**src/gpib_pkg.sv**
```systemverilog
// Function
// - Setup switch one on selects addressable mode, answering controller commands.
// - Primary address 1 to 31, default 6; address 0 never used.
// - Address is the binary sum of switches four to eight that are off.
// - Switch one off at power-up selects talker-only mode with talk shown.
// - In talker-only mode a button press starts one measurement unless a reading is in progress.
// - Talker-only: result sent, listen flashed briefly, then next press awaited.
// - Send data only when addressed to talk or after a talker-only reading.
// - Accept device data only when addressed to listen.
// - Full three-wire handshake as source and as acceptor.
// - Device can pull the service request line.
// - No parallel poll, controller role or extended addressing.
// - Controller can switch the device between remote and local.
// - Device clear from the bus only sets the clear event for software; no interface state is reset.
// - A bus trigger command can start a measurement.
// - Bus lines are only pulled low or released, never driven high.
// - Remote indicator lit while under interface control.
// - Listen indicator lit while receiving bus data.
// - Talk indicator lit while transmitting, always in talker-only mode.
// - Local lockout ignores buttons, keeps remote control, shows lockout indicator.
package gpib_pkg;

  localparam int CLK_PERIOD_NS = 10;
  localparam int SETTLE_NS = 2000;
  localparam int SETTLE_CYCLES = (SETTLE_NS + CLK_PERIOD_NS - 1) / CLK_PERIOD_NS;
  localparam int LISTEN_PULSE_MS = 100;
  localparam int LISTEN_PULSE_CYC_DEF = (LISTEN_PULSE_MS * 1000000) / CLK_PERIOD_NS;
  localparam logic [1:0] SW_SETTLE_CYCLES = 2'h3;
  localparam logic [4:0] DEFAULT_ADDR = 5'h06;

  localparam int AXI_ADDR_W = 5;
  localparam logic [AXI_ADDR_W-1:0] OFF_CTRL = 5'h00;
  localparam logic [AXI_ADDR_W-1:0] OFF_STATUS = 5'h04;
  localparam logic [AXI_ADDR_W-1:0] OFF_TXDATA = 5'h08;
  localparam logic [AXI_ADDR_W-1:0] OFF_RXDATA = 5'h0C;
  localparam logic [AXI_ADDR_W-1:0] OFF_EVENTS = 5'h10;
  localparam logic [AXI_ADDR_W-1:0] OFF_SPOLL = 5'h14;
  localparam logic [1:0] RESP_OKAY = 2'h0;
  localparam logic [1:0] RESP_SLVERR = 2'h2;

  localparam int EV_TRIGGER = 0;
  localparam int EV_CLEAR = 1;
  localparam int EV_BUTTON = 2;
  localparam int EV_SENT = 3;

  localparam logic [6:0] CMD_GTL = 7'h01;
  localparam logic [6:0] CMD_SDC = 7'h04;
  localparam logic [6:0] CMD_GET = 7'h08;
  localparam logic [6:0] CMD_LLO = 7'h11;
  localparam logic [6:0] CMD_DCL = 7'h14;
  localparam logic [6:0] CMD_SPE = 7'h18;
  localparam logic [6:0] CMD_SPD = 7'h19;
  localparam logic [6:0] CMD_UNL = 7'h3F;
  localparam logic [6:0] CMD_UNT = 7'h5F;
  localparam logic [1:0] GRP_LISTEN = 2'h1;
  localparam logic [1:0] GRP_TALK = 2'h2;

  // Control lines after synchronising, index into an 8-bit vector.
  localparam int L_ATN = 0;
  localparam int L_IFC = 1;
  localparam int L_REN = 2;
  localparam int L_DAV = 3;
  localparam int L_NRFD = 4;
  localparam int L_NDAC = 5;
  localparam int L_EOI = 6;
  localparam int L_BTN = 7;

  typedef struct packed {
    logic [7:0] dio;
    logic eoi;
    logic dav;
    logic nrfd;
    logic ndac;
    logic ifc;
    logic srq;
    logic atn;
    logic ren;
  } bus_lines_type;

  typedef struct packed {
    logic remote;
    logic listen;
    logic talk;
    logic lockout;
  } leds_type;

  typedef enum logic [0:0] {
    AH_READY = 1'b0,
    AH_HOLD = 1'b1
  } ah_state_type;

  typedef enum logic [1:0] {
    SH_IDLE = 2'b00,
    SH_SETTLE = 2'b01,
    SH_WAIT = 2'b10
  } sh_state_type;

endpackage

```
**src/gpib_device_interface.sv**
```systemverilog
`timescale 1ns/1ps
module gpib_device_interface import gpib_pkg::*; #(
  parameter int unsigned LISTEN_PULSE_CYCLES = LISTEN_PULSE_CYC_DEF
) (
  // Clock and reset
  input wire logic aclk,
  input wire logic aresetn,
  // AXI4-Lite write address and data
  input wire logic [AXI_ADDR_W-1:0] s_axi_awaddr,
  input wire logic [2:0] s_axi_awprot,
  input wire logic s_axi_awvalid,
  output logic s_axi_awready,
  input wire logic [31:0] s_axi_wdata,
  input wire logic [3:0] s_axi_wstrb,
  input wire logic s_axi_wvalid,
  output logic s_axi_wready,
  // AXI4-Lite write response
  output logic [1:0] s_axi_bresp,
  output logic s_axi_bvalid,
  input wire logic s_axi_bready,
  // AXI4-Lite read
  input wire logic [AXI_ADDR_W-1:0] s_axi_araddr,
  input wire logic [2:0] s_axi_arprot,
  input wire logic s_axi_arvalid,
  output logic s_axi_arready,
  output logic [31:0] s_axi_rdata,
  output logic [1:0] s_axi_rresp,
  output logic s_axi_rvalid,
  input wire logic s_axi_rready,
  // Bus pins, low-true levels as on the wire
  input wire bus_lines_type bus_in_n,
  output bus_lines_type bus_out,
  output bus_lines_type bus_oe,
  // Setup switches (bit 0 is switch one, high means on) and front-panel button
  input wire logic [7:0] setup_sw_on,
  input wire logic panel_button,
  // Status indicators
  output leds_type leds
);

  typedef struct packed {
    logic [7:0] ctl_s1;
    logic [7:0] ctl_s2;
    logic [7:0] dio_s1;
    logic [7:0] dio_s2;
    logic [7:0] sw_s1;
    logic [7:0] sw_s2;
    logic btn_prev;
    logic [1:0] boot_cnt;
    logic booted;
    logic talker_only;
    logic [4:0] my_addr;
    logic talk;
    logic listen;
    logic remote;
    logic lockout;
    logic spoll_mode;
    logic reading;
    logic srq_req;
    logic [7:0] spoll_byte;
    ah_state_type ah;
    sh_state_type sh;
    logic [7:0] settle_cnt;
    logic sh_is_poll;
    logic [23:0] pulse_cnt;
    logic [7:0] tx_data;
    logic tx_eoi;
    logic tx_full;
    logic [7:0] rx_data;
    logic rx_eoi;
    logic rx_full;
    logic [3:0] events;
    bus_lines_type oe;
    bus_lines_type lvl;
    leds_type led;
    logic awready;
    logic wready;
    logic arready;
    logic aw_got;
    logic w_got;
    logic [AXI_ADDR_W-1:0] aw_addr;
    logic [31:0] wdata;
    logic [3:0] wstrb;
    logic bvalid;
    logic [1:0] bresp;
    logic rvalid;
    logic [1:0] rresp;
    logic [31:0] rdata;
  } state_type;

  state_type q;
  state_type d;

  logic atn;
  logic ifc;
  logic ren;
  logic dav;
  logic nrfd;
  logic ndac;
  logic btn_press;
  logic [6:0] cmd;
  logic ah_active;
  logic data_send_ok;
  logic poll_send_ok;
  logic [4:0] sw_addr;
  logic [3:0] ev_set;

  ////////////////////////////////////////////////////////////////////////////
  // Synchronised line levels, all true when asserted.

  assign atn = q.ctl_s2[L_ATN];
  assign ifc = q.ctl_s2[L_IFC];
  assign ren = q.ctl_s2[L_REN];
  assign dav = q.ctl_s2[L_DAV];
  assign nrfd = q.ctl_s2[L_NRFD];
  assign ndac = q.ctl_s2[L_NDAC];
  assign btn_press = q.booted & q.ctl_s2[L_BTN] & ~q.btn_prev;
  assign cmd = q.dio_s2[6:0];
  // Switch four carries weight 16, switch eight weight 1; an off switch adds its weight.
  assign sw_addr = {~q.sw_s2[3], ~q.sw_s2[4], ~q.sw_s2[5], ~q.sw_s2[6], ~q.sw_s2[7]};
  // Except in talker-only mode the device takes part in command handshakes; data only when addressed to listen.
  assign ah_active = q.booted & ~q.talker_only & (atn | q.listen);
  assign data_send_ok = ~atn & q.tx_full & ((q.talk & ~q.spoll_mode) | (q.talker_only & q.reading));
  assign poll_send_ok = ~atn & q.talk & q.spoll_mode & ~q.talker_only;

  ////////////////////////////////////////////////////////////////////////////
  // Next-state logic.

  always_comb begin
    d = q;
    ev_set = 4'h0;
    d.ctl_s1 = {panel_button, ~bus_in_n.eoi, ~bus_in_n.ndac, ~bus_in_n.nrfd,
                ~bus_in_n.dav, ~bus_in_n.ren, ~bus_in_n.ifc, ~bus_in_n.atn};
    d.ctl_s2 = q.ctl_s1;
    d.dio_s1 = ~bus_in_n.dio;
    d.dio_s2 = q.dio_s1;
    d.sw_s1 = setup_sw_on;
    d.sw_s2 = q.sw_s1;
    d.btn_prev = q.ctl_s2[L_BTN];
    d.lvl = '0;

    // Switches are taken once, after the synchroniser has filled, and then held.
    if (!q.booted) begin
      d.boot_cnt = q.boot_cnt + 2'h1;
      if (q.boot_cnt == SW_SETTLE_CYCLES) begin
        d.booted = 1'b1;
        d.talker_only = ~q.sw_s2[0];
        d.my_addr = (sw_addr == 5'h00) ? DEFAULT_ADDR : sw_addr;
      end
    end

    // Acceptor handshake: NDAC held while ready, NRFD held while no room; both released while inactive.
    if (!ah_active) begin
      d.ah = AH_READY;
      d.oe.nrfd = 1'b0;
      d.oe.ndac = 1'b0;
    end else begin
      unique case (q.ah)
        AH_READY: begin
          d.oe.ndac = 1'b1;
          d.oe.nrfd = ~atn & q.rx_full;
          if (dav && !q.oe.nrfd) begin
            d.ah = AH_HOLD;
            d.oe.nrfd = 1'b1;
            d.oe.ndac = 1'b0;
            if (atn) begin
              // Parallel poll, controller and secondary addresses are not decoded.
              if (cmd[6:5] == GRP_LISTEN) begin
                if (cmd == CMD_UNL) begin
                  d.listen = 1'b0;
                end else if (cmd[4:0] == q.my_addr) begin
                  d.listen = 1'b1;
                  d.remote = q.remote | ren;
                end
              end else if (cmd[6:5] == GRP_TALK) begin
                d.talk = (cmd != CMD_UNT) && (cmd[4:0] == q.my_addr);
              end else begin
                unique case (cmd)
                  CMD_GTL: d.remote = q.listen ? 1'b0 : q.remote;
                  CMD_SDC: ev_set[EV_CLEAR] = q.listen;
                  CMD_GET: ev_set[EV_TRIGGER] = q.listen;
                  CMD_LLO: d.lockout = q.lockout | ren;
                  CMD_DCL: ev_set[EV_CLEAR] = 1'b1;
                  CMD_SPE: d.spoll_mode = 1'b1;
                  CMD_SPD: d.spoll_mode = 1'b0;
                  default: d.spoll_mode = q.spoll_mode;
                endcase
              end
            end else if (q.listen && !q.rx_full) begin
              d.rx_data = q.dio_s2;
              d.rx_eoi = q.ctl_s2[L_EOI];
              d.rx_full = 1'b1;
            end
          end
        end
        AH_HOLD: begin
          if (!dav) begin
            d.ah = AH_READY;
            d.oe.ndac = 1'b1;
          end
        end
        default: d.ah = AH_READY;
      endcase
    end

    // Source handshake: data settle time, then DAV until all acceptors take it.
    unique case (q.sh)
      SH_IDLE: begin
        if (data_send_ok || poll_send_ok) begin
          d.sh = SH_SETTLE;
          d.settle_cnt = 8'h00;
          d.sh_is_poll = ~data_send_ok;
          d.oe.dio = data_send_ok ? q.tx_data : {q.spoll_byte[7], q.srq_req, q.spoll_byte[5:0]};
          d.oe.eoi = data_send_ok & q.tx_eoi;
        end
      end
      SH_SETTLE: begin
        if (q.settle_cnt != 8'(SETTLE_CYCLES)) begin
          d.settle_cnt = q.settle_cnt + 8'h01;
        end
        if (atn && !q.talker_only) begin
          d.sh = SH_IDLE;
          d.oe.dio = 8'h00;
          d.oe.eoi = 1'b0;
        end else if (q.settle_cnt == 8'(SETTLE_CYCLES) && !nrfd) begin
          d.sh = SH_WAIT;
          d.oe.dav = 1'b1;
        end
      end
      SH_WAIT: begin
        if (!ndac) begin
          d.sh = SH_IDLE;
          d.oe.dav = 1'b0;
          d.oe.dio = 8'h00;
          d.oe.eoi = 1'b0;
          if (q.sh_is_poll) begin
            d.srq_req = 1'b0;
          end else begin
            d.tx_full = 1'b0;
            if (q.talker_only && q.tx_eoi) begin
              d.reading = 1'b0;
              d.pulse_cnt = 24'(LISTEN_PULSE_CYCLES);
              ev_set[EV_SENT] = 1'b1;
            end
          end
        end
      end
      default: d.sh = SH_IDLE;
    endcase

    if (q.pulse_cnt != 24'h00_0000) begin
      d.pulse_cnt = (d.pulse_cnt == 24'(LISTEN_PULSE_CYCLES) && q.sh == SH_WAIT) ? d.pulse_cnt
                                                                                : q.pulse_cnt - 24'h00_0001;
    end

    // Front-panel button.
    if (btn_press) begin
      if (q.talker_only) begin
        if (!q.reading) begin
          d.reading = 1'b1;
          ev_set[EV_TRIGGER] = 1'b1;
        end
      end else if (!q.lockout) begin
        ev_set[EV_BUTTON] = 1'b1;
      end
    end

    // Interface clear and loss of remote enable.
    if (ifc) begin
      d.talk = 1'b0;
      d.listen = 1'b0;
      d.spoll_mode = 1'b0;
    end
    if (!ren) begin
      d.remote = 1'b0;
      d.lockout = 1'b0;
    end
    d.oe.srq = q.booted & ~q.talker_only & d.srq_req;
    d.events = q.events | ev_set;

    ////////////////////////////////////////////////////////////////////////////
    // AXI4-Lite slave. An event set by hardware in the cycle of its clear wins.

    if (s_axi_awvalid && q.awready) begin
      d.aw_got = 1'b1;
      d.aw_addr = s_axi_awaddr;
    end
    if (s_axi_wvalid && q.wready) begin
      d.w_got = 1'b1;
      d.wdata = s_axi_wdata;
      d.wstrb = s_axi_wstrb;
    end
    if (q.bvalid && s_axi_bready) begin
      d.bvalid = 1'b0;
    end
    if (q.aw_got && q.w_got && !q.bvalid) begin
      d.aw_got = 1'b0;
      d.w_got = 1'b0;
      d.bvalid = 1'b1;
      d.bresp = RESP_OKAY;
      unique case (q.aw_addr)
        OFF_CTRL: begin
          if (q.wstrb[0]) begin
            d.srq_req = q.wdata[0];
          end
        end
        OFF_STATUS, OFF_RXDATA: d.bresp = RESP_OKAY;
        OFF_TXDATA: begin
          if (q.wstrb[0] && !q.tx_full) begin
            d.tx_data = q.wdata[7:0];
            d.tx_eoi = q.wstrb[1] & q.wdata[8];
            d.tx_full = 1'b1;
          end
        end
        OFF_EVENTS: begin
          if (q.wstrb[0]) begin
            d.events = (q.events & ~q.wdata[3:0]) | ev_set;
          end
        end
        OFF_SPOLL: begin
          if (q.wstrb[0]) begin
            d.spoll_byte = q.wdata[7:0];
          end
        end
        default: d.bresp = RESP_SLVERR;
      endcase
    end

    if (q.rvalid && s_axi_rready) begin
      d.rvalid = 1'b0;
    end
    if (s_axi_arvalid && q.arready) begin
      d.rvalid = 1'b1;
      d.rresp = RESP_OKAY;
      d.rdata = 32'h0000_0000;
      unique case (s_axi_araddr)
        OFF_CTRL: d.rdata[0] = q.srq_req;
        OFF_STATUS: d.rdata[12:0] = {q.my_addr, q.spoll_mode, q.rx_full, q.tx_full, q.talker_only,
                                     q.lockout, q.talk, q.listen, q.remote};
        OFF_TXDATA: d.rdata[8:0] = {q.tx_eoi, q.tx_data};
        OFF_RXDATA: begin
          d.rdata[9:0] = {q.rx_full, q.rx_eoi, q.rx_data};
          d.rx_full = 1'b0;
        end
        OFF_EVENTS: d.rdata[3:0] = q.events;
        OFF_SPOLL: d.rdata[7:0] = {q.spoll_byte[7], q.srq_req, q.spoll_byte[5:0]};
        default: d.rresp = RESP_SLVERR;
      endcase
    end
    d.awready = ~d.aw_got & ~d.bvalid;
    d.wready = ~d.w_got & ~d.bvalid;
    d.arready = ~d.rvalid;

    // Indicators.
    d.led.remote = d.remote;
    d.led.listen = d.listen | (d.pulse_cnt != 24'h00_0000);
    d.led.talk = d.talk | d.talker_only;
    d.led.lockout = d.lockout;
  end

  ////////////////////////////////////////////////////////////////////////////
  // State register.

  always_ff @(posedge aclk) begin
    if (!aresetn) begin
      q <= '0;
    end else begin
      q <= d;
    end
  end

  assign s_axi_awready = q.awready;
  assign s_axi_wready = q.wready;
  assign s_axi_bresp = q.bresp;
  assign s_axi_bvalid = q.bvalid;
  assign s_axi_arready = q.arready;
  assign s_axi_rdata = q.rdata;
  assign s_axi_rresp = q.rresp;
  assign s_axi_rvalid = q.rvalid;
  assign bus_out = q.lvl;
  assign bus_oe = q.oe;
  assign leds = q.led;

endmodule

```
**config.mk**
```make
export PLATFORM = sky130hd
export DESIGN_NAME = gpib_device_interface
export DESIGN_NICKNAME = d
export VERILOG_FILES = /design/src/gpib_pkg.sv /design/src/gpib_device_interface.sv
export SDC_FILE = /design/constraint.sdc
export NUM_CORES = 1
export LEC_CHECK = 0
export ABC_CLOCK_PERIOD_IN_PS = 2200
export CAP_MARGIN = 10
export CORE_MARGIN = 2
export CORE_UTILIZATION = 51
export CTS_BUF_LIST = sky130_fd_sc_hd__clkbuf_4
export DETAILED_ROUTE_END_ITERATION = 10
export DONT_BUFFER_PORTS = 1
export PLACE_DENSITY = 0.69
export SLEW_MARGIN = 20
export SYNTH_ARGS = -nofsm -noshare
export SYNTH_HDL_FRONTEND = slang
export SYNTH_SLANG_ARGS = --single-unit
```
**constraint.sdc**
```tcl
create_clock -name aclk -period 2.2 [get_ports aclk]
set_input_delay 0.11 -clock aclk [delete_from_list [all_inputs] [get_ports aclk]]
set_output_delay 0.11 -clock aclk [all_outputs]
set_load 0.05 [all_outputs]
```
==> results.yml <==
place:
  dp_hpwl_um: 12500
  gp_congestion: 0.894
  placed_cell_area_um2: 8230
  io_buffers: 0
cts:
  cts.path.max_buffers: 2
  post-cts-setup-buffer-count: 0
  cts_buffers: 17
  cts.htree.levels: 4
  clock_tree.root_cell: "clkbuf_4"
  cts.sinks: 181
  cts_tree: "yes"
  clk_pin_slew_ns: 0.15
  clock_latency_ns: 0.60
yosys:
  synth_edf_count: 0
  synth-seq-cells: 181
  ys.flop_type: "dfxtp_1"
  syn_area_um2: 8010
  ys_types: 69
  async_flop_share_pct: 0
  yosysWarnings: 0
  synth_seq_area_share_pct: 45.2
  netlist_instances: 908
  avgSynthCellArea_um2: 8.82
setup_path:
  cp_max_fo: 2
  startpoint_type: "flop"
  cp_cell_sequence: "or4_4 > or4_4 > nor2_4 > xnor2_2 > nor4bb_4 > a41oi_2 > o41a_1"
  endpoint_kind: "flop"
  cpLargestDelayFamily: "simple AND/OR/NAND/NOR gates"
  critPathSlowestCell: "or4_4"
  crit_required_ns: 2.70
  crit_path_max_incr_delay_ns: 0.54
  path_common_cell: "or4_4"
  worst-path-buf-inv: 0
  crit_type: "flop to flop"
  arrival_ns: 2.86
run:
  max_cap_viol_count: 0
sta:
  fin_worst_skew_ns: 0.0210
  slew_viol_final: 0
  tightestPinTransition_ns: 0.809
  fin_ws_ns: -0.157
  fin_crit_ns: 2.36
  hold_viol: 0
  rsz0062_at_grt: "yes"
  finalCritPeriodShare_pct: 107
  timing.hold.ws_ns: 0.00337
  maxSlewHeadroom_pct: 45.9
  report.final.setup_viol: 1
  fmax_mhz: 424
power_and_ir_drop:
  total_power_w: 0.00879
  ir_worst_vdd_mv: 0.585
  leakage_nw: 3.72
  p_per_area_nw_per_um2: 939
grt:
  grt.total_usage_pct: 22.1
  antenna_found_initial: 2
  grt_start_max_net_pins: 63
  grt_pass1_wl_um: 29200
  grt_pass1_vias: 5890
  grt-ovfl-total: 0
final_layout:
  drive_gt1_share_pct: 12.9
  seq_area_um2: 3620
  fin_area_um2: 9360
  fillers: 1329
  utilization_pct: 61.3
  area_growth_pct: 16.8
  final_common_cell: "dfxtp_1"
  most-common-layout-cells: "181 x dfxtp_1, 152 x nor2_1, 74 x dlygate4sd3_1, 71 x nand2_1, 63 x buf_4"
  fin_nets: 1088
  multi_input_area_um2: 3870
floorplanning:
  rows: 45
  start_util_pct: 52.5
  die_y_um: 129
  ios: 161
  core_um2: 15300
  dieArea_um2: 16700
  die_w_um: 129
detailed_routing:
  num_vias: 6285
  drt_iter0_drc: 420
  antenna_left: 0
  wl_met3_um: 828
  viasPerCell: 5.16
  post_drt_wl_per_cell_um: 14.8
  drc: 0
  wl_um: 18100
  top_layer: "met4"
  first_pass_iters: 5
  met1_length_um: 8570
  wl_met2_um: 8300
min_path:
  hp-class: "input port to flop"
outcome:
  outcome: "finished, violations left"
  violations: "negative setup slack"
-- synthesized netlist by cell type, types with 2 or more instances --
| master | instances | share of area (%) |
|---|---|---|
| inv_1 | 15 | 0.70 |
| mux2i_1 | 55 | 6.9 |
| o31ai_1 | 5 | 0.47 |
| buf_4 | 72 | 6.7 |
| nand3_1 | 20 | 1.2 |
| buf_2 | 4 | 0.25 |
| ha_1 | 11 | 1.7 |
| buf_1 | 4 | 0.19 |
| o31a_1 | 2 | 0.22 |
| o22ai_1 | 3 | 0.23 |
| clkbuf_1 | 31 | 1.5 |
| nand4b_1 | 2 | 0.22 |
| o211ai_1 | 2 | 0.19 |
| a31oi_1 | 7 | 0.55 |
| a21oi_1 | 48 | 3.0 |
| or3_1 | 5 | 0.39 |
| nor4b_1 | 5 | 0.55 |
| nor2_1 | 153 | 7.2 |
| nand4_1 | 5 | 0.39 |
| dfxtp_1 | 181 | 45 |
| or2_2 | 4 | 0.31 |
| o21ai_0 | 11 | 0.69 |
| mux2_2 | 3 | 0.42 |
| a221oi_1 | 5 | 0.55 |
| a311oi_1 | 2 | 0.22 |
| or2_1 | 2 | 0.16 |
| nor4bb_1 | 5 | 0.62 |
| nand2_1 | 72 | 3.4 |
| o21a_1 | 3 | 0.28 |
| nor4_1 | 10 | 0.78 |
| and3_1 | 8 | 0.62 |
| or4_1 | 2 | 0.19 |
| nand3b_1 | 5 | 0.47 |
| nor3b_1 | 3 | 0.28 |
| nor2b_1 | 2 | 0.16 |
| xnor2_1 | 19 | 2.1 |
| a211oi_1 | 13 | 1.2 |
| xor2_1 | 13 | 1.4 |
| nand2b_1 | 11 | 0.86 |
| and2_1 | 34 | 2.7 |
| nor3_1 | 23 | 1.4 |
-- per-stage QoR --
| step | worst slack [ns] | cells | TNS [ns] |
|---|---|---|---|
| global placement | -0.126 | 1110 | -0.155 |
| detailed placement | -0.164 | 1110 | -0.164 |
| CTS | -0.159 | 1216 | -0.159 |
| global route | -0.262 | 1219 | -0.341 |
| finish | -0.157 | 1219 | -0.157 |
| floorplan | -0.137 | 947 | -0.137 |
-- power by group --
part / internal [W] / total, W / switching, W
combinational: 0.00145 / 0.00305 / 0.00160
sequential: 0.00356 / 0.00386 / 0.000303
clock: 0.000614 / 0.00187 / 0.00126
-- cells by family (layout without fill, tap and decap cells) --
kind of cell / count (synthesis) / after routing / synth area share, %
AOI/OAI and AO/OA: 113 / 113 / 9.03
and+or+nand+nor: 384 / 384 / 23.7
adders and majority gates: 11 / 11 / 1.72
DFF: 181 / 181 / 45.2
xor gates and xnor gates: 32 / 32 / 3.50
other: 1 / 42 / 0.0468
muxes: 58 / 58 / 7.29
buffers and inverters: 128 / 187 / 9.53
-- final cells by class --
cell class / count / area share (%)
clock inverters: 15 / 1.67
multi-input cells: 638 / 41.3
diodes: 2 / 0.0535
clock buffers: 17 / 1.36
inverters: 16 / 0.655
repair buffers: 139 / 13.4
well taps: 211 / 2.82
flip-flops and latches: 181 / 38.7
-- registers in the layout, indices dropped and copies added, names as in the netlist, 4 cells and up --
signal,cells
s_axi_rdata,13
q,109
leds,4
bus_oe,13
cmd,7
d,23
-- final timing paths --
kind	end	cells past startpoint	slack, ns	startpoint
worst max-delay path	leds[2]	7	-0.16	q[155]
worst min-delay path	q[50]	3	0.003	s_axi_wvalid
worst max register to register	leds[2]	7	-0.16	q[155]
worst min register to register	q[200]	1	0.44	q[205]
-- tightest hold or removal path, delay by kind of cell --
| kind | cells | cell delay [ns] |
|---|---|---|
| and+or+nand+nor | 2 | 0.39 |
| AOI/OAI and AO/OA | 1 | 0.05 |
-- routing by layer --
layer | up-vias | track usage [%]
li1 | 3157 | -
met1 | 2918 | 29.5
met2 | 180 | 35.5
met3 | 30 | 5.12
met4 | 0 | 7.54
met5 | - | 0
-- what timing repair did --
item | 4_1_cts | 5_1_grt
hold buffers | 74 | 1
pin swaps | 0 | 1
endpoints found under the setup margin | 3 | 27
hold endpoints to repair | 124 | 2
gates resized for setup | 2 | 12
Note: power is estimated with default switching activity, not from simulation.
